`src/rtl/uefc_map.svh`:
```
// uefc_map.svh: register indices, field positions and reset values
// assumes word-aligned wishbone access, byte address = index * 4
`ifndef UEFC_MAP_SVH
`define UEFC_MAP_SVH
// register word indices
`define UEFC_IDX_SCR 4'h0
`define UEFC_IDX_EFC 4'h1
`define UEFC_IDX_FRDY 4'h2
`define UEFC_IDX_IEN 4'h3
`define UEFC_IDX_IST 4'h4
`define UEFC_IDX_FCT 4'h5
`define UEFC_IDX_MDC 4'h6
`define UEFC_IDX_LNC 4'h7
`define UEFC_IDX_LNS 4'h8
`define UEFC_IDX_MDS 4'h9
`define UEFC_IDX_RES1 4'ha
`define UEFC_IDX_RES2 4'hb
`define UEFC_IDX_PAU1 4'hc
`define UEFC_IDX_PAU2 4'hd
// enhanced feature control fields
`define UEFC_EFC_ENH 4
`define UEFC_EFC_SPC 5
`define UEFC_EFC_ARTS 6
`define UEFC_EFC_ACTS 7
// modem control fields
`define UEFC_MDC_DTR 0
`define UEFC_MDC_RTS 1
`define UEFC_MDC_ANY 5
// reset values
`define UEFC_REG_RST 8'h00
`define UEFC_IST_RST 8'h01
`define UEFC_LNS_RST 8'h60
`define UEFC_PIN_RST 4'hf
`endif

```
`src/rtl/uefc_pkg.sv`:
```
// uefc_pkg: types shared by the enhanced flow control block
// assumes nothing beyond a systemverilog compiler
package uefc_pkg;
  // a character with its strobe
  typedef struct packed {
    logic valid;
    logic [7:0] data;
  } uefc_char_s;
  // character selection of a two-bit flow field
  typedef enum logic [1:0] {
    UEFC_SEL_NONE = 2'b00,
    UEFC_SEL_SECOND = 2'b01,
    UEFC_SEL_FIRST = 2'b10,
    UEFC_SEL_BOTH = 2'b11
  } uefc_sel_e;
  // flow character sender states
  typedef enum logic [2:0] {
    UEFC_FC_IDLE = 3'b001,
    UEFC_FC_FIRST = 3'b010,
    UEFC_FC_SECOND = 3'b100
  } uefc_fc_e;
endpackage

```
`src/rtl/uefc_sync.sv`:
```
// uefc_sync: two flip-flop synchroniser for pin levels
// assumes inputs are asynchronous levels, reset is synchronous
module uefc_sync #(
  parameter int W = 1,
  parameter logic [W-1:0] RST = '0
) (
  input logic clk_i,
  input logic rst_b_i,
  input logic [W-1:0] d_i,
  output logic [W-1:0] q_o
);
  logic [W-1:0] meta_r; // first stage, read only by the second
  logic [W-1:0] q_r; // second stage

  // two stages, reset to the idle pin level
  always_ff @(posedge clk_i) begin
    if (!rst_b_i) begin
      meta_r <= RST;
      q_r <= RST;
    end else begin
      meta_r <= d_i;
      q_r <= meta_r;
    end
  end

  assign q_o = q_r;
endmodule

```
`src/rtl/uefc_seq_match.sv`:
```
// uefc_seq_match: matches one or two programmed characters
// assumes character strobes are single-cycle pulses on clk_i
module uefc_seq_match (
  input logic clk_i,
  input logic rst_b_i,
  input uefc_pkg::uefc_char_s ch_i,
  input uefc_pkg::uefc_sel_e sel_i,
  input logic [7:0] c1_i,
  input logic [7:0] c2_i,
  output logic hit_o
);
  logic seen_r; // last character equalled the first one

  // track the first half of a pair
  always_ff @(posedge clk_i) begin
    if (!rst_b_i) begin
      seen_r <= 1'b0;
    end else if (ch_i.valid) begin
      seen_r <= (ch_i.data == c1_i);
    end
  end

  // single match or back to back pair
  always_comb begin
    hit_o = 1'b0;
    if (ch_i.valid) begin
      unique case (sel_i)
        uefc_pkg::UEFC_SEL_NONE: hit_o = 1'b0;
        uefc_pkg::UEFC_SEL_FIRST: hit_o = (ch_i.data == c1_i);
        uefc_pkg::UEFC_SEL_SECOND: hit_o = (ch_i.data == c2_i);
        uefc_pkg::UEFC_SEL_BOTH: hit_o = seen_r && (ch_i.data == c2_i);
      endcase
    end
  end
endmodule

```
`src/rtl/uefc_flow_ctl.sv`:
```
// uefc_flow_ctl: enhanced feature and flow control block, one channel
// assumes a classic wishbone master on clk_i and base uart logic beside
//
// The implementer's own choices: register access over Wishbone and the address map.
`include "uefc_map.svh"
module uefc_flow_ctl #(
  parameter int DEPTH = 64,
  parameter int CW = $clog2(DEPTH + 1)
) (
  input logic clk_i,
  input logic rst_b_i,
  input logic wb_cyc_i,
  input logic wb_stb_i,
  input logic wb_we_i,
  input logic [5:0] wb_adr_i,
  input logic [3:0] wb_sel_i,
  input logic [31:0] wb_dat_i,
  output logic [31:0] wb_dat_o,
  output logic wb_ack_o,
  input uefc_pkg::uefc_char_s rx_char_i,
  input logic [CW-1:0] rx_count_i,
  input logic [CW-1:0] rx_trig_i,
  input logic [3:0] tx_full_i,
  input logic [3:0] rx_above_i,
  input logic [3:0] rx_tout_i,
  input logic [7:0] line_status_i,
  input logic [3:0] modem_n_i,
  output logic rts_n_o,
  output logic dtr_n_o,
  output logic tx_hold_o,
  output logic rx_trig_evt_o,
  output uefc_pkg::uefc_char_s fc_char_o,
  input logic fc_ack_i,
  output logic [7:0] ien_o,
  output logic [7:0] fct_o,
  output logic [7:0] mdc_o,
  output logic [7:0] lnc_o
);
  logic ack_r; // bus answer
  logic [31:0] dat_r; // read data held during ack
  logic req, wr_en, rd_done; // bus decode
  logic [3:0] idx; // word index
  logic [7:0] rd_nxt; // read mux
  logic [7:0] scr_r, efc_r, ien_r, fct_r, mdc_r, lnc_r, lns_r;
  logic [7:0] res1_r, res2_r, pau1_r, pau2_r; // flow characters
  logic [7:0] ien_eff, fct_eff, mdc_eff, frdy; // visible values
  logic enh; // enhanced bits unlocked
  logic ist_spc_r, spc_hit; // special character flag
  logic [3:0] pin_s, pin_prev_r, dlt_r, dlt_set; // modem pins
  logic [1:0] settle_r; // cycles since reset, deltas held off until 3
  logic cts_n_s; // synced clear-to-send pin
  logic cnt_hi, cnt_lo, at_trig; // receive fill compares
  logic art_hi_r, art_hi_nxt, at_trig_r, evt_r, rts_n_r;
  logic paused_r, pause_hit, res_hit; // received flow state
  logic rem_paused_r, kind_r, kind_nxt; // sent flow state
  uefc_pkg::uefc_sel_e tx_sel, rx_sel;
  uefc_pkg::uefc_fc_e st_r, st_nxt;
  uefc_pkg::uefc_char_s fc_r, fc_nxt;

  // bus decode: writes and read side effects act on the ack edge
  assign req = wb_cyc_i & wb_stb_i;
  assign idx = wb_adr_i[5:2];
  assign wr_en = req & wb_we_i & ack_r & wb_sel_i[0];
  assign rd_done = req & ~wb_we_i & ack_r;
  assign enh = efc_r[`UEFC_EFC_ENH];

  // one wait state, ack for one cycle
  always_ff @(posedge clk_i) begin
    if (!rst_b_i) begin
      ack_r <= 1'b0;
    end else begin
      ack_r <= req & ~ack_r;
    end
  end

  // read data captured as the request is first seen
  always_ff @(posedge clk_i) begin
    if (!rst_b_i) begin
      dat_r <= 32'h0;
    end else if (req & ~ack_r) begin
      dat_r <= {24'h0, rd_nxt};
    end
  end

  // enhanced bits read as default while locked
  assign ien_eff = {ien_r[7:4] & {4{enh}}, ien_r[3:0]};
  assign fct_eff = {fct_r[7:6], fct_r[5:4] & {2{enh}}, fct_r[3:0]};
  assign mdc_eff = {mdc_r[7:5] & {3{enh}}, mdc_r[4:0]};
  // transmit space low, receive below trigger high
  assign frdy = {~(rx_above_i | rx_tout_i), ~tx_full_i};

  // read mux, unmapped words read zero
  always_comb begin
    case (idx)
      `UEFC_IDX_SCR: rd_nxt = scr_r;
      `UEFC_IDX_EFC: rd_nxt = efc_r;
      `UEFC_IDX_FRDY: rd_nxt = frdy;
      `UEFC_IDX_IEN: rd_nxt = ien_eff;
      `UEFC_IDX_IST: rd_nxt = `UEFC_IST_RST | {3'h0, ist_spc_r & enh, 4'h0};
      `UEFC_IDX_FCT: rd_nxt = fct_eff;
      `UEFC_IDX_MDC: rd_nxt = mdc_eff;
      `UEFC_IDX_LNC: rd_nxt = lnc_r;
      `UEFC_IDX_LNS: rd_nxt = lns_r;
      `UEFC_IDX_MDS: rd_nxt = {~pin_s, dlt_r};
      `UEFC_IDX_RES1: rd_nxt = res1_r;
      `UEFC_IDX_RES2: rd_nxt = res2_r;
      `UEFC_IDX_PAU1: rd_nxt = pau1_r;
      `UEFC_IDX_PAU2: rd_nxt = pau2_r;
      default: rd_nxt = 8'h00;
    endcase
  end

  // scratch byte
  always_ff @(posedge clk_i) begin
    if (!rst_b_i) begin
      scr_r <= `UEFC_REG_RST;
    end else if (wr_en && idx == `UEFC_IDX_SCR) begin
      scr_r <= wb_dat_i[7:0];
    end
  end

  // enhanced feature control, all bits clear at reset
  always_ff @(posedge clk_i) begin
    if (!rst_b_i) begin
      efc_r <= `UEFC_REG_RST;
    end else if (wr_en && idx == `UEFC_IDX_EFC) begin
      efc_r <= wb_dat_i[7:0];
    end
  end

  // enhanced bits keep their stored value while locked
  always_ff @(posedge clk_i) begin
    if (!rst_b_i) begin
      ien_r <= `UEFC_REG_RST;
      fct_r <= `UEFC_REG_RST;
      mdc_r <= `UEFC_REG_RST;
      lnc_r <= `UEFC_REG_RST;
    end else if (wr_en) begin
      case (idx)
        `UEFC_IDX_IEN: begin
          ien_r <= {enh ? wb_dat_i[7:4] : ien_r[7:4], wb_dat_i[3:0]};
        end
        `UEFC_IDX_FCT: begin
          fct_r <= {wb_dat_i[7:6], enh ? wb_dat_i[5:4] : fct_r[5:4],
                    wb_dat_i[3:0]};
        end
        `UEFC_IDX_MDC: begin
          mdc_r <= {enh ? wb_dat_i[7:5] : mdc_r[7:5], wb_dat_i[4:0]};
        end
        `UEFC_IDX_LNC: lnc_r <= wb_dat_i[7:0];
        default: begin
        end
      endcase
    end
  end

  // resume and pause characters
  always_ff @(posedge clk_i) begin
    if (!rst_b_i) begin
      res1_r <= `UEFC_REG_RST;
      res2_r <= `UEFC_REG_RST;
      pau1_r <= `UEFC_REG_RST;
      pau2_r <= `UEFC_REG_RST;
    end else if (wr_en) begin
      case (idx)
        `UEFC_IDX_RES1: res1_r <= wb_dat_i[7:0];
        `UEFC_IDX_RES2: res2_r <= wb_dat_i[7:0];
        `UEFC_IDX_PAU1: pau1_r <= wb_dat_i[7:0];
        `UEFC_IDX_PAU2: pau2_r <= wb_dat_i[7:0];
        default: begin
        end
      endcase
    end
  end

  // special character flag, set wins over read clear
  assign spc_hit = efc_r[`UEFC_EFC_SPC] & rx_char_i.valid &
                   (rx_char_i.data == pau2_r);
  always_ff @(posedge clk_i) begin
    if (!rst_b_i) begin
      ist_spc_r <= 1'b0;
    end else if (spc_hit) begin
      ist_spc_r <= 1'b1;
    end else if (rd_done && idx == `UEFC_IDX_IST) begin
      ist_spc_r <= 1'b0;
    end
  end

  // line status follows the base logic after reset
  always_ff @(posedge clk_i) begin
    if (!rst_b_i) begin
      lns_r <= `UEFC_LNS_RST;
    end else begin
      lns_r <= line_status_i;
    end
  end

  // modem pins: [0] cts, [1] dsr, [2] ri, [3] cd, all active low
  uefc_sync #(.W(4), .RST(`UEFC_PIN_RST)) u_pin_sync (
    .clk_i(clk_i),
    .rst_b_i(rst_b_i),
    .d_i(modem_n_i),
    .q_o(pin_s)
  );
  assign cts_n_s = pin_s[0];
  // ring delta only on the pin's low to high edge; masked while the
  // synchroniser refills after reset, which is no real pin change
  assign dlt_set = {pin_s[3] ^ pin_prev_r[3], pin_s[2] & ~pin_prev_r[2],
                    pin_s[1:0] ^ pin_prev_r[1:0]} & {4{&settle_r}};

  // modem deltas, set wins over the read clear
  always_ff @(posedge clk_i) begin
    if (!rst_b_i) begin
      pin_prev_r <= `UEFC_PIN_RST;
      settle_r <= 2'h0;
      dlt_r <= 4'h0;
    end else begin
      pin_prev_r <= pin_s;
      settle_r <= settle_r + {1'b0, ~&settle_r};
      if (rd_done && idx == `UEFC_IDX_MDS) begin
        dlt_r <= dlt_set;
      end else begin
        dlt_r <= dlt_r | dlt_set;
      end
    end
  end

  // receive fill against the programmed trigger
  assign cnt_hi = rx_count_i > rx_trig_i;
  assign cnt_lo = ({1'b0, rx_count_i} + {{CW{1'b0}}, 1'b1}) <
                  {1'b0, rx_trig_i};
  assign at_trig = rx_count_i >= rx_trig_i;
  // hysteresis between the trigger and the level below
  assign art_hi_nxt = cnt_hi ? 1'b1 : (cnt_lo ? 1'b0 : art_hi_r);

  // request-to-send pin, high at reset
  always_ff @(posedge clk_i) begin
    if (!rst_b_i) begin
      art_hi_r <= 1'b0;
      rts_n_r <= 1'b1;
    end else begin
      art_hi_r <= art_hi_nxt;
      if (efc_r[`UEFC_EFC_ARTS]) begin
        rts_n_r <= art_hi_nxt;
      end else begin
        rts_n_r <= ~mdc_r[`UEFC_MDC_RTS];
      end
    end
  end

  // one-cycle event when the receive fifo reaches its trigger, only with auto rts on
  always_ff @(posedge clk_i) begin
    if (!rst_b_i) begin
      at_trig_r <= 1'b0;
      evt_r <= 1'b0;
    end else begin
      at_trig_r <= at_trig;
      evt_r <= efc_r[`UEFC_EFC_ARTS] & at_trig & ~at_trig_r;
    end
  end

  // receive matching of pause and resume characters
  assign rx_sel = uefc_pkg::uefc_sel_e'(efc_r[1:0]);
  assign tx_sel = uefc_pkg::uefc_sel_e'(efc_r[3:2]);
  uefc_seq_match u_pause (
    .clk_i(clk_i),
    .rst_b_i(rst_b_i),
    .ch_i(rx_char_i),
    .sel_i(rx_sel),
    .c1_i(pau1_r),
    .c2_i(pau2_r),
    .hit_o(pause_hit)
  );
  uefc_seq_match u_resume (
    .clk_i(clk_i),
    .rst_b_i(rst_b_i),
    .ch_i(rx_char_i),
    .sel_i(rx_sel),
    .c1_i(res1_r),
    .c2_i(res2_r),
    .hit_o(res_hit)
  );

  // paused by the peer; a pause match wins over any release
  always_ff @(posedge clk_i) begin
    if (!rst_b_i) begin
      paused_r <= 1'b0;
    end else if (pause_hit) begin
      paused_r <= 1'b1;
    end else if (res_hit || rx_sel == uefc_pkg::UEFC_SEL_NONE) begin
      paused_r <= 1'b0;
    end else if (mdc_eff[`UEFC_MDC_ANY] && rx_char_i.valid) begin
      paused_r <= 1'b0;
    end
  end

  // transmitter halts on a pause or a high clear-to-send pin
  assign tx_hold_o = paused_r |
                     (efc_r[`UEFC_EFC_ACTS] & cts_n_s);

  // sender: pause at trigger, resume below trigger minus one
  always_comb begin
    st_nxt = st_r;
    unique case (st_r)
      uefc_pkg::UEFC_FC_IDLE: begin
        if (tx_sel != uefc_pkg::UEFC_SEL_NONE &&
            (rem_paused_r ? cnt_lo : at_trig)) begin
          st_nxt = uefc_pkg::UEFC_FC_FIRST;
        end
      end
      uefc_pkg::UEFC_FC_FIRST: begin
        if (fc_ack_i) begin
          st_nxt = (tx_sel == uefc_pkg::UEFC_SEL_BOTH) ?
                   uefc_pkg::UEFC_FC_SECOND : uefc_pkg::UEFC_FC_IDLE;
        end
      end
      uefc_pkg::UEFC_FC_SECOND: begin
        if (fc_ack_i) begin
          st_nxt = uefc_pkg::UEFC_FC_IDLE;
        end
      end
    endcase
  end

  // character offered next: one of a pair, or both, the first then the second
  always_comb begin
    kind_nxt = (st_r == uefc_pkg::UEFC_FC_IDLE) ? ~rem_paused_r : kind_r;
    fc_nxt.valid = (st_nxt != uefc_pkg::UEFC_FC_IDLE);
    if (st_nxt == uefc_pkg::UEFC_FC_SECOND ||
        tx_sel == uefc_pkg::UEFC_SEL_SECOND) begin
      fc_nxt.data = kind_nxt ? pau2_r : res2_r;
    end else begin
      fc_nxt.data = kind_nxt ? pau1_r : res1_r;
    end
  end

  // sender state, kind and remote pause record
  always_ff @(posedge clk_i) begin
    if (!rst_b_i) begin
      st_r <= uefc_pkg::UEFC_FC_IDLE;
      kind_r <= 1'b0;
      rem_paused_r <= 1'b0;
      fc_r <= '0;
    end else begin
      st_r <= st_nxt;
      kind_r <= kind_nxt;
      fc_r <= fc_nxt;
      if (st_r != uefc_pkg::UEFC_FC_IDLE &&
          st_nxt == uefc_pkg::UEFC_FC_IDLE) begin
        rem_paused_r <= kind_r;
      end
    end
  end

  assign wb_ack_o = ack_r;
  assign wb_dat_o = dat_r;
  assign rts_n_o = rts_n_r;
  assign dtr_n_o = ~mdc_r[`UEFC_MDC_DTR];
  assign rx_trig_evt_o = evt_r;
  assign fc_char_o = fc_r;
  assign ien_o = ien_eff;
  assign fct_o = fct_eff;
  assign mdc_o = mdc_eff;
  assign lnc_o = lnc_r;
endmodule

```
`config.mk`:
```
export PLATFORM = sky130hd
export DESIGN_NAME = uefc_flow_ctl
export DESIGN_NICKNAME = d
export VERILOG_FILES = /design/src/rtl/uefc_pkg.sv /design/src/rtl/uefc_sync.sv /design/src/rtl/uefc_seq_match.sv /design/src/rtl/uefc_flow_ctl.sv
export VERILOG_INCLUDE_DIRS = /design/src /design/src/rtl
export SDC_FILE = /design/constraint.sdc
export NUM_CORES = 1
export LEC_CHECK = 0
export BUFFER_PORTS_ARGS = -buffer_cell sky130_fd_sc_hd__buf_2
export CAP_MARGIN = 20
export CELL_PAD_IN_SITES_DETAIL_PLACEMENT = 1
export CELL_PAD_IN_SITES_GLOBAL_PLACEMENT = 1
export CORE_ASPECT_RATIO = 0.8
export CORE_MARGIN = 2
export CORE_UTILIZATION = 41
export DETAILED_ROUTE_END_ITERATION = 7
export GPL_TIMING_DRIVEN = 0
export PLACE_DENSITY_LB_ADDON = 0.12
export SYNTH_ARGS = -nofsm -noshare
export SYNTH_HDL_FRONTEND = slang
export SYNTH_HIERARCHICAL = 1
export SYNTH_SLANG_ARGS = --single-unit
export TNS_END_PERCENT = 50
```
`constraint.sdc`:
```
create_clock -name clk_i -period 2.75 [get_ports clk_i]
set_clock_uncertainty 0.2 [all_clocks]
set_input_delay 0.275 -clock clk_i [delete_from_list [all_inputs] [get_ports clk_i]]
set_output_delay 0.275 -clock clk_i [all_outputs]
set_load 0.1 [all_outputs]
```
# --- Word level (Yosys, flattened, before mapping) ---
# Index checks and enable logic that the tools add are counted.
totals:
  regBits: 137
  latchBits: 0
  mem_bits_rw: 0
  romBits: 0
  out_inout_bits: 78
  memories: 0
op_classes:
  n_addsub: 2
  mul: 0
  div: 0
  magnitude_cmp: 3
  n_eq_ne: 29
  shifts: 0
  n_mux: 24
  bitwise_logic: 33
  n_reduce_logical: 29
op_table:
  columns: ["cell", "n"]
  rows:
  - ["$pmux 8 s14", 1]
  - ["$eq 8x8->1", 4]
  - ["$eq 4x4->1 const B", 6]
  - ["$mux 8", 3]
  - ["$reduce_and 2->1", 9]
  - ["$eq 4x3->1 const B", 4]
  - ["$and 1x1->1", 14]
  - ["$mux 1", 12]
  - ["$mux 3", 4]
  - ["$not 4->4", 3]
  - ["$logic_and 1x1->1", 9]
  - ["$pmux 3 s3", 1]
  - ["$reduce_and 3->1", 3]
  - ["$add 7x1->8 const B", 1]
  - ["$and 4x4->4", 2]
  - ["$eq 4x2->1 const B", 2]
  - ["$lt 8x7->1", 1]
  - ["$or 4x4->4", 2]
  - ["$pmux 1 s4", 2]
  - ["$ge 7x7->1", 1]
  - ["$gt 7x7->1", 1]
  - ["$not 1->1", 7]
  - ["$eq 2x2->1 const B", 3]
  - ["$eq 3x1->1 const B", 2]
  - ["18 further kinds", 23]

# --- Depth between registers and ports, before layout ---
depth:
  depth_word: 9
  mapped_depth: 10
  mapped_depth_nobuf: 10

# --- Hierarchy ---
# Netlist, hierarchy kept.
modules_own_cells:
  columns: ["module", "n_inst", "cells_per_inst", "area_each_um2", "seq_area_each_um2"]
  rows:
  - ["uefc_flow_ctl", 1, 740, 6691.4, 2542.4]
  - ["uefc_seq_match", 2, 29, 237.7, 20.0]
  - ["uefc_sync", 1, 16, 210.2, 160.2]

# --- Worst setup path after synthesis ---
# No wires, ideal clock.
synth_timing:
  path_kind: "register -> register"
  from: "register ack_r (netlist: wb_ack_o)"
  to: "register lnc_r[3] (netlist: lnc_o[3])"
  setup_time_ps: 128
  arrival_time_ps: 2320
  required_time_ps: 2422
  setup_slack_ps: 102
  stages_incl_launch_ff: 7
  path_buffers: 1
  period_less_slack_ps: 2648
  path_cell_list: "dfxtp_1 > nand3_1 > or2_1 > buf_4 > nor3_4 > mux2i_1 > nor2_1"
synth_via:
  elab_chain_len: 3
synth_rtl:
  columns: ["item", "line", "rtl"]
  rows:
  - ["start, declared", "uefc_flow_ctl.sv:39", "logic ack_r;"]
  - ["start signal, assigned", "uefc_flow_ctl.sv:72", "ack_r <= req & ~ack_r;"]
  - ["$and 1x1->1 (2 in a row)", "uefc_flow_ctl.sv:63", "assign wr_en = req & wb_we_i & ack_r & wb_sel_i[0];"]
  - ["$reduce_and 2->1 (no line)", null, null]
  - ["end signal, assigned", "uefc_flow_ctl.sv:137", "lnc_r <= `UEFC_REG_RST;"]
  - ["end signal, assigned", "uefc_flow_ctl.sv:150", "`UEFC_IDX_LNC: lnc_r <= wb_dat_i[7:0];"]
  - ["end, declared", "uefc_flow_ctl.sv:44", "logic [7:0] scr_r, efc_r, ien_r, fct_r, mdc_r, lnc_r, lns_r;"]
# No other way between the ends.
# A chain may end at the register's enable or synchronous reset.

# --- Worst setup path in the final report ---
layout_timing:
  from: "register efc_r[4]"
  to: "output port fct_o[4]"
layout_via:
  elab_chain_len: 1
layout_rtl:
  columns: ["item", "line", "rtl"]
  rows:
  - ["start, declared", "uefc_flow_ctl.sv:44", null]
  - ["start signal, assigned", "uefc_flow_ctl.sv:125", "efc_r <= `UEFC_REG_RST;"]
  - ["start signal, assigned", "uefc_flow_ctl.sv:127", "efc_r <= wb_dat_i[7:0];"]
  - ["$and 2x2->2", "uefc_flow_ctl.sv:87", "assign fct_eff = {fct_r[7:6], fct_r[5:4] & {2{enh}}, fct_r[3:0]};"]
  - ["end, declared", "uefc_flow_ctl.sv:35", "output logic [7:0] fct_o,"]
# No other way between the ends.

==> results.yml <==
sta:
  rsz0062_at_grt: "false"
  hold_viol: 0
  tightest_slew_ps: 797.7
  tns_ps: 0
  fmax_ghz: 0.3764
  slew_violations: 0
  fin_crit_ps: 2657
  maxSlewHeadroom: 0.4682
  setup_viol: 0
  period_share: 0.9662
clock_network:
  cts.repair.resized: 0
  cts_buffers: 17
  ctsHoldBuffers: 19
  cts_setup_buffers: 0
  htree_levels: 4
  clk-insertion-delay-late_ps: 440
  clockRootBuffer: "clkbuf_16"
  cts.sinks: 137
  cts_tree: "done"
  cts_max_path_buffers: 2
  clk_pin_slew_ps: 60
power_and_ir_drop:
  p_per_area_nw_per_um2: 554.0
  ir_drop_mv: 0.2453
  leakage_uw: 0.003785
floorplan:
  die_h_um: 124.0
  start_util: 0.4219
  ioPinCount: 173
  core_area_um2: 17490
  die_w_um: 154.0
  rows: 43
  die-area_um2: 19090
route:
  dr_total_vias: 6731
  antenna_left: 0
  drcViolationCount: 0
  wl_met2_um: 12190
  wl_met3_um: 1678
  viasPerCell: 5.513
  drt_iter0_markers: 441
  wl_per_cell_um: 22.12
  met1Wirelength_um: 12810
  topRoutingLayerUsed: "met4"
  first_pass_iters: 5
  routed_wirelength_um: 27010
final_layout:
  final_nets: 1095
  fin_area_um2: 9087
  n_antenna_cell: 0
  syn_to_final_growth_pct: 23.19
  drive_gt1_frac: 0.2189
yosys:
  synthCells: 814
  netlist_area_um2: 7377
  syn_avg_cell_area_um2: 9.063
  synth_ff_type: "dfxtp_1"
  synth-warning-count: 6
  async_flop_share: 0
  synth_seq_area_share: 0.3718
  ys_ff_latch: 137
  synth_cell_types: 64
  synth_edf_count: 0
setup_path:
  cp-start-kind: "flop"
  slowest_delay_ps: 420
  crit_path_end_kind: "output pin"
  crit_top_cell: "clkbuf_1"
  critPathKind: "reg2out"
  path_cells: "clkbuf_1, clkbuf_1, and2_1, buf_2"
  arrival_ps: 2180
  required_ps: 2280
  slowest_stage: "buf_2"
  cp_max_fo: 10
global_route:
  antenna_found_initial: 0
  grt_overflow: 0
  grt_pass1_vias: 6643
  grt_max_degree: 17
  grt_util_all_layers: 0.2865
  grt_pass1_wl_um: 40070
place:
  dp.final_hpwl_um: 19920
  portBuffers: 110
  dpl-instance-area_um2: 8295
  gp_congestion: 0.9679
run_status:
  outcome: "completed"
flow_run:
  drv_cap: 0
worst_hold_path:
  hp-class: "in2reg"
## worst max-delay path, delay by kind of cell, from the launching register on
family | cells | cell delay [ps]
AND/OR/NAND/NOR | 1 | 180
buffers and inverters | 3 | 1170
flip-flops | 1 | 380
## cell usage in the layout, fill, tap and decap left out, types with 5 or more instances in the layout
| cell | Yosys | final |
|---|---|---|
| mux4_1 | 8 | 8 |
| xnor2_1 | 18 | 18 |
| buf_4 | 40 | 40 |
| mux2_2 | 5 | 5 |
| nand4_1 | 6 | 6 |
| a21oi_1 | 44 | 44 |
| nor2b_1 | 12 | 12 |
| mux2i_1 | 85 | 85 |
| xor2_1 | 30 | 30 |
| nor3_4 | 10 | 10 |
| clkbuf_1 | 20 | 20 |
| nand2_1 | 40 | 40 |
| nand2b_1 | 23 | 23 |
| inv_1 | 18 | 18 |
| clkbuf_16 | 0 | 17 |
| nor2_1 | 103 | 103 |
| and2_1 | 29 | 29 |
| nand3b_1 | 7 | 7 |
| nor4_1 | 7 | 7 |
| ha_1 | 15 | 15 |
| dlygate4sd3_1 | 0 | 19 |
| and3_1 | 7 | 7 |
| dfxtp_1 | 137 | 137 |
| a22oi_1 | 6 | 6 |
| conb_1 | 1 | 24 |
| nand3_1 | 29 | 29 |
| buf_1 | 9 | 9 |
| buf_2 | 12 | 122 |
| o21ai_0 | 19 | 19 |
| o22ai_1 | 8 | 8 |
## routing by layer
layer  vias to the layer above  track usage
li1                       3121            -
met1                      3335       0.3951
met2                       251       0.4571
met3                        24      0.06089
met4                         0      0.08061
met5                         -            0
## power by group
| group | internal [uW] | leakage (uW) | switching [uW] | total (uW) |
|---|---|---|---|---|
| sequential | 2010 | 0.00111 | 16.4 | 2020 |
| combinational | 176 | 0.00239 | 440 | 616 |
| clock | 1460 | 0.000287 | 931 | 2390 |
| total | 3650 | 0.00378 | 1390 | 5030 |
## registers in the layout, indices dropped and copies added, names as in the netlist, 2 cells and up
| name | flops |
|---|---|
| mdc_r | 8 |
| efc_r | 8 |
| u_pin_sync/q_o | 4 |
| pin_prev_r | 4 |
| wb_dat_o | 8 |
| lnc_o | 8 |
| ien_r | 8 |
| pau2_r | 8 |
| u_pin_sync/meta_r | 4 |
| pau1_r | 8 |
| fc_char_o | 9 |
| settle_r | 2 |
| scr_r | 8 |
| st_r | 3 |
| res1_r | 8 |
| fct_r | 8 |
| dlt_r | 4 |
| lns_r | 8 |
| res2_r | 8 |
## area by class of cell
cell class | count | area [um^2]
repair buffers | 129 | 740.7
clock buffers | 19 | 452.9
inverters | 19 | 71.32
clock inverters | 11 | 148.9
multi-input cells | 599 | 4175
fillers | 2082 | 8398
flip-flops and latches | 137 | 2743
plain buffers | 82 | 474.2
well taps | 225 | 281.5
## final timing paths
check	start	end	slack [ps]	depth (start not counted)
hold / removal	rx_char_i[2]	u_pause/seen_r	110	4
setup reg to reg	wb_ack_o	ien_r[4]	290	7
setup / recovery	efc_r[4]	fct_o[4]	90	4
hold reg to reg	at_trig_r	rx_trig_evt_o	210	1
## stage by stage
step	hold WS (ps)	util	cells	power (uW)	worst slack, ps
finish	112.9	0.5197	1221	5035	92.98
global route	147.3	0.5197	1221	5168	10.79
CTS	91.69	0.5197	1221	5044	107.5
detailed placement	194.5	0.4744	1172	2651	9.619
global placement	187.1	0.4744	1172	2646	0.6706
floorplan	148.0	-	837	2473	102.2
## synth_stat cells (3+ instances only)
library cell  count  area [um^2]
o21ai_1           4        20.02
nand4_1           6        37.54
mux2i_1          85        850.8
buf_2            12        60.06
nand3_1          29        145.1
inv_1            18        67.56
nor2b_1          12        75.07
and3_1            7        43.79
nand4b_1          3        26.28
o21ai_0          19        95.09
nand2_1          40        150.1
xor2_1           30        262.8
dfxtp_1         137         2743
nand3b_1          7        52.55
buf_4            40        300.3
buf_1             9        33.78
nor3_1            4        20.02
mux4_1            8        210.2
nor4_1            7        43.79
xnor2_1          18        157.7
nor3_4           10        162.7
ha_1             15        187.7
o22ai_1           8        50.05
a22oi_1           6        45.04
o31ai_1           3        22.52
a221oi_1          4        35.03
a21oi_1          44        220.2
clkbuf_1         20        75.07
mux2_2            5        56.30
a32oi_1           4        35.03
nor2_1          103        386.6
nand2b_1         23        143.9
a31oi_1           3        18.77
and2_1           29        181.4
## logic make-up (layout without fill, tap and decap cells)
family,Yosys count,after routing,synth area share
AND/OR/NAND/NOR,290,290,0.2093
flip-flops,137,137,0.3718
AO/OA/AOI/OAI,123,123,0.1075
buffers and inverters,101,260,0.07395
multiplexers,99,99,0.1545
XOR/XNOR,48,48,0.05699
adder cells (fa/ha/maj),15,15,0.02544
other,1,24,0.0005083
Power figures use the tool's default switching activity.
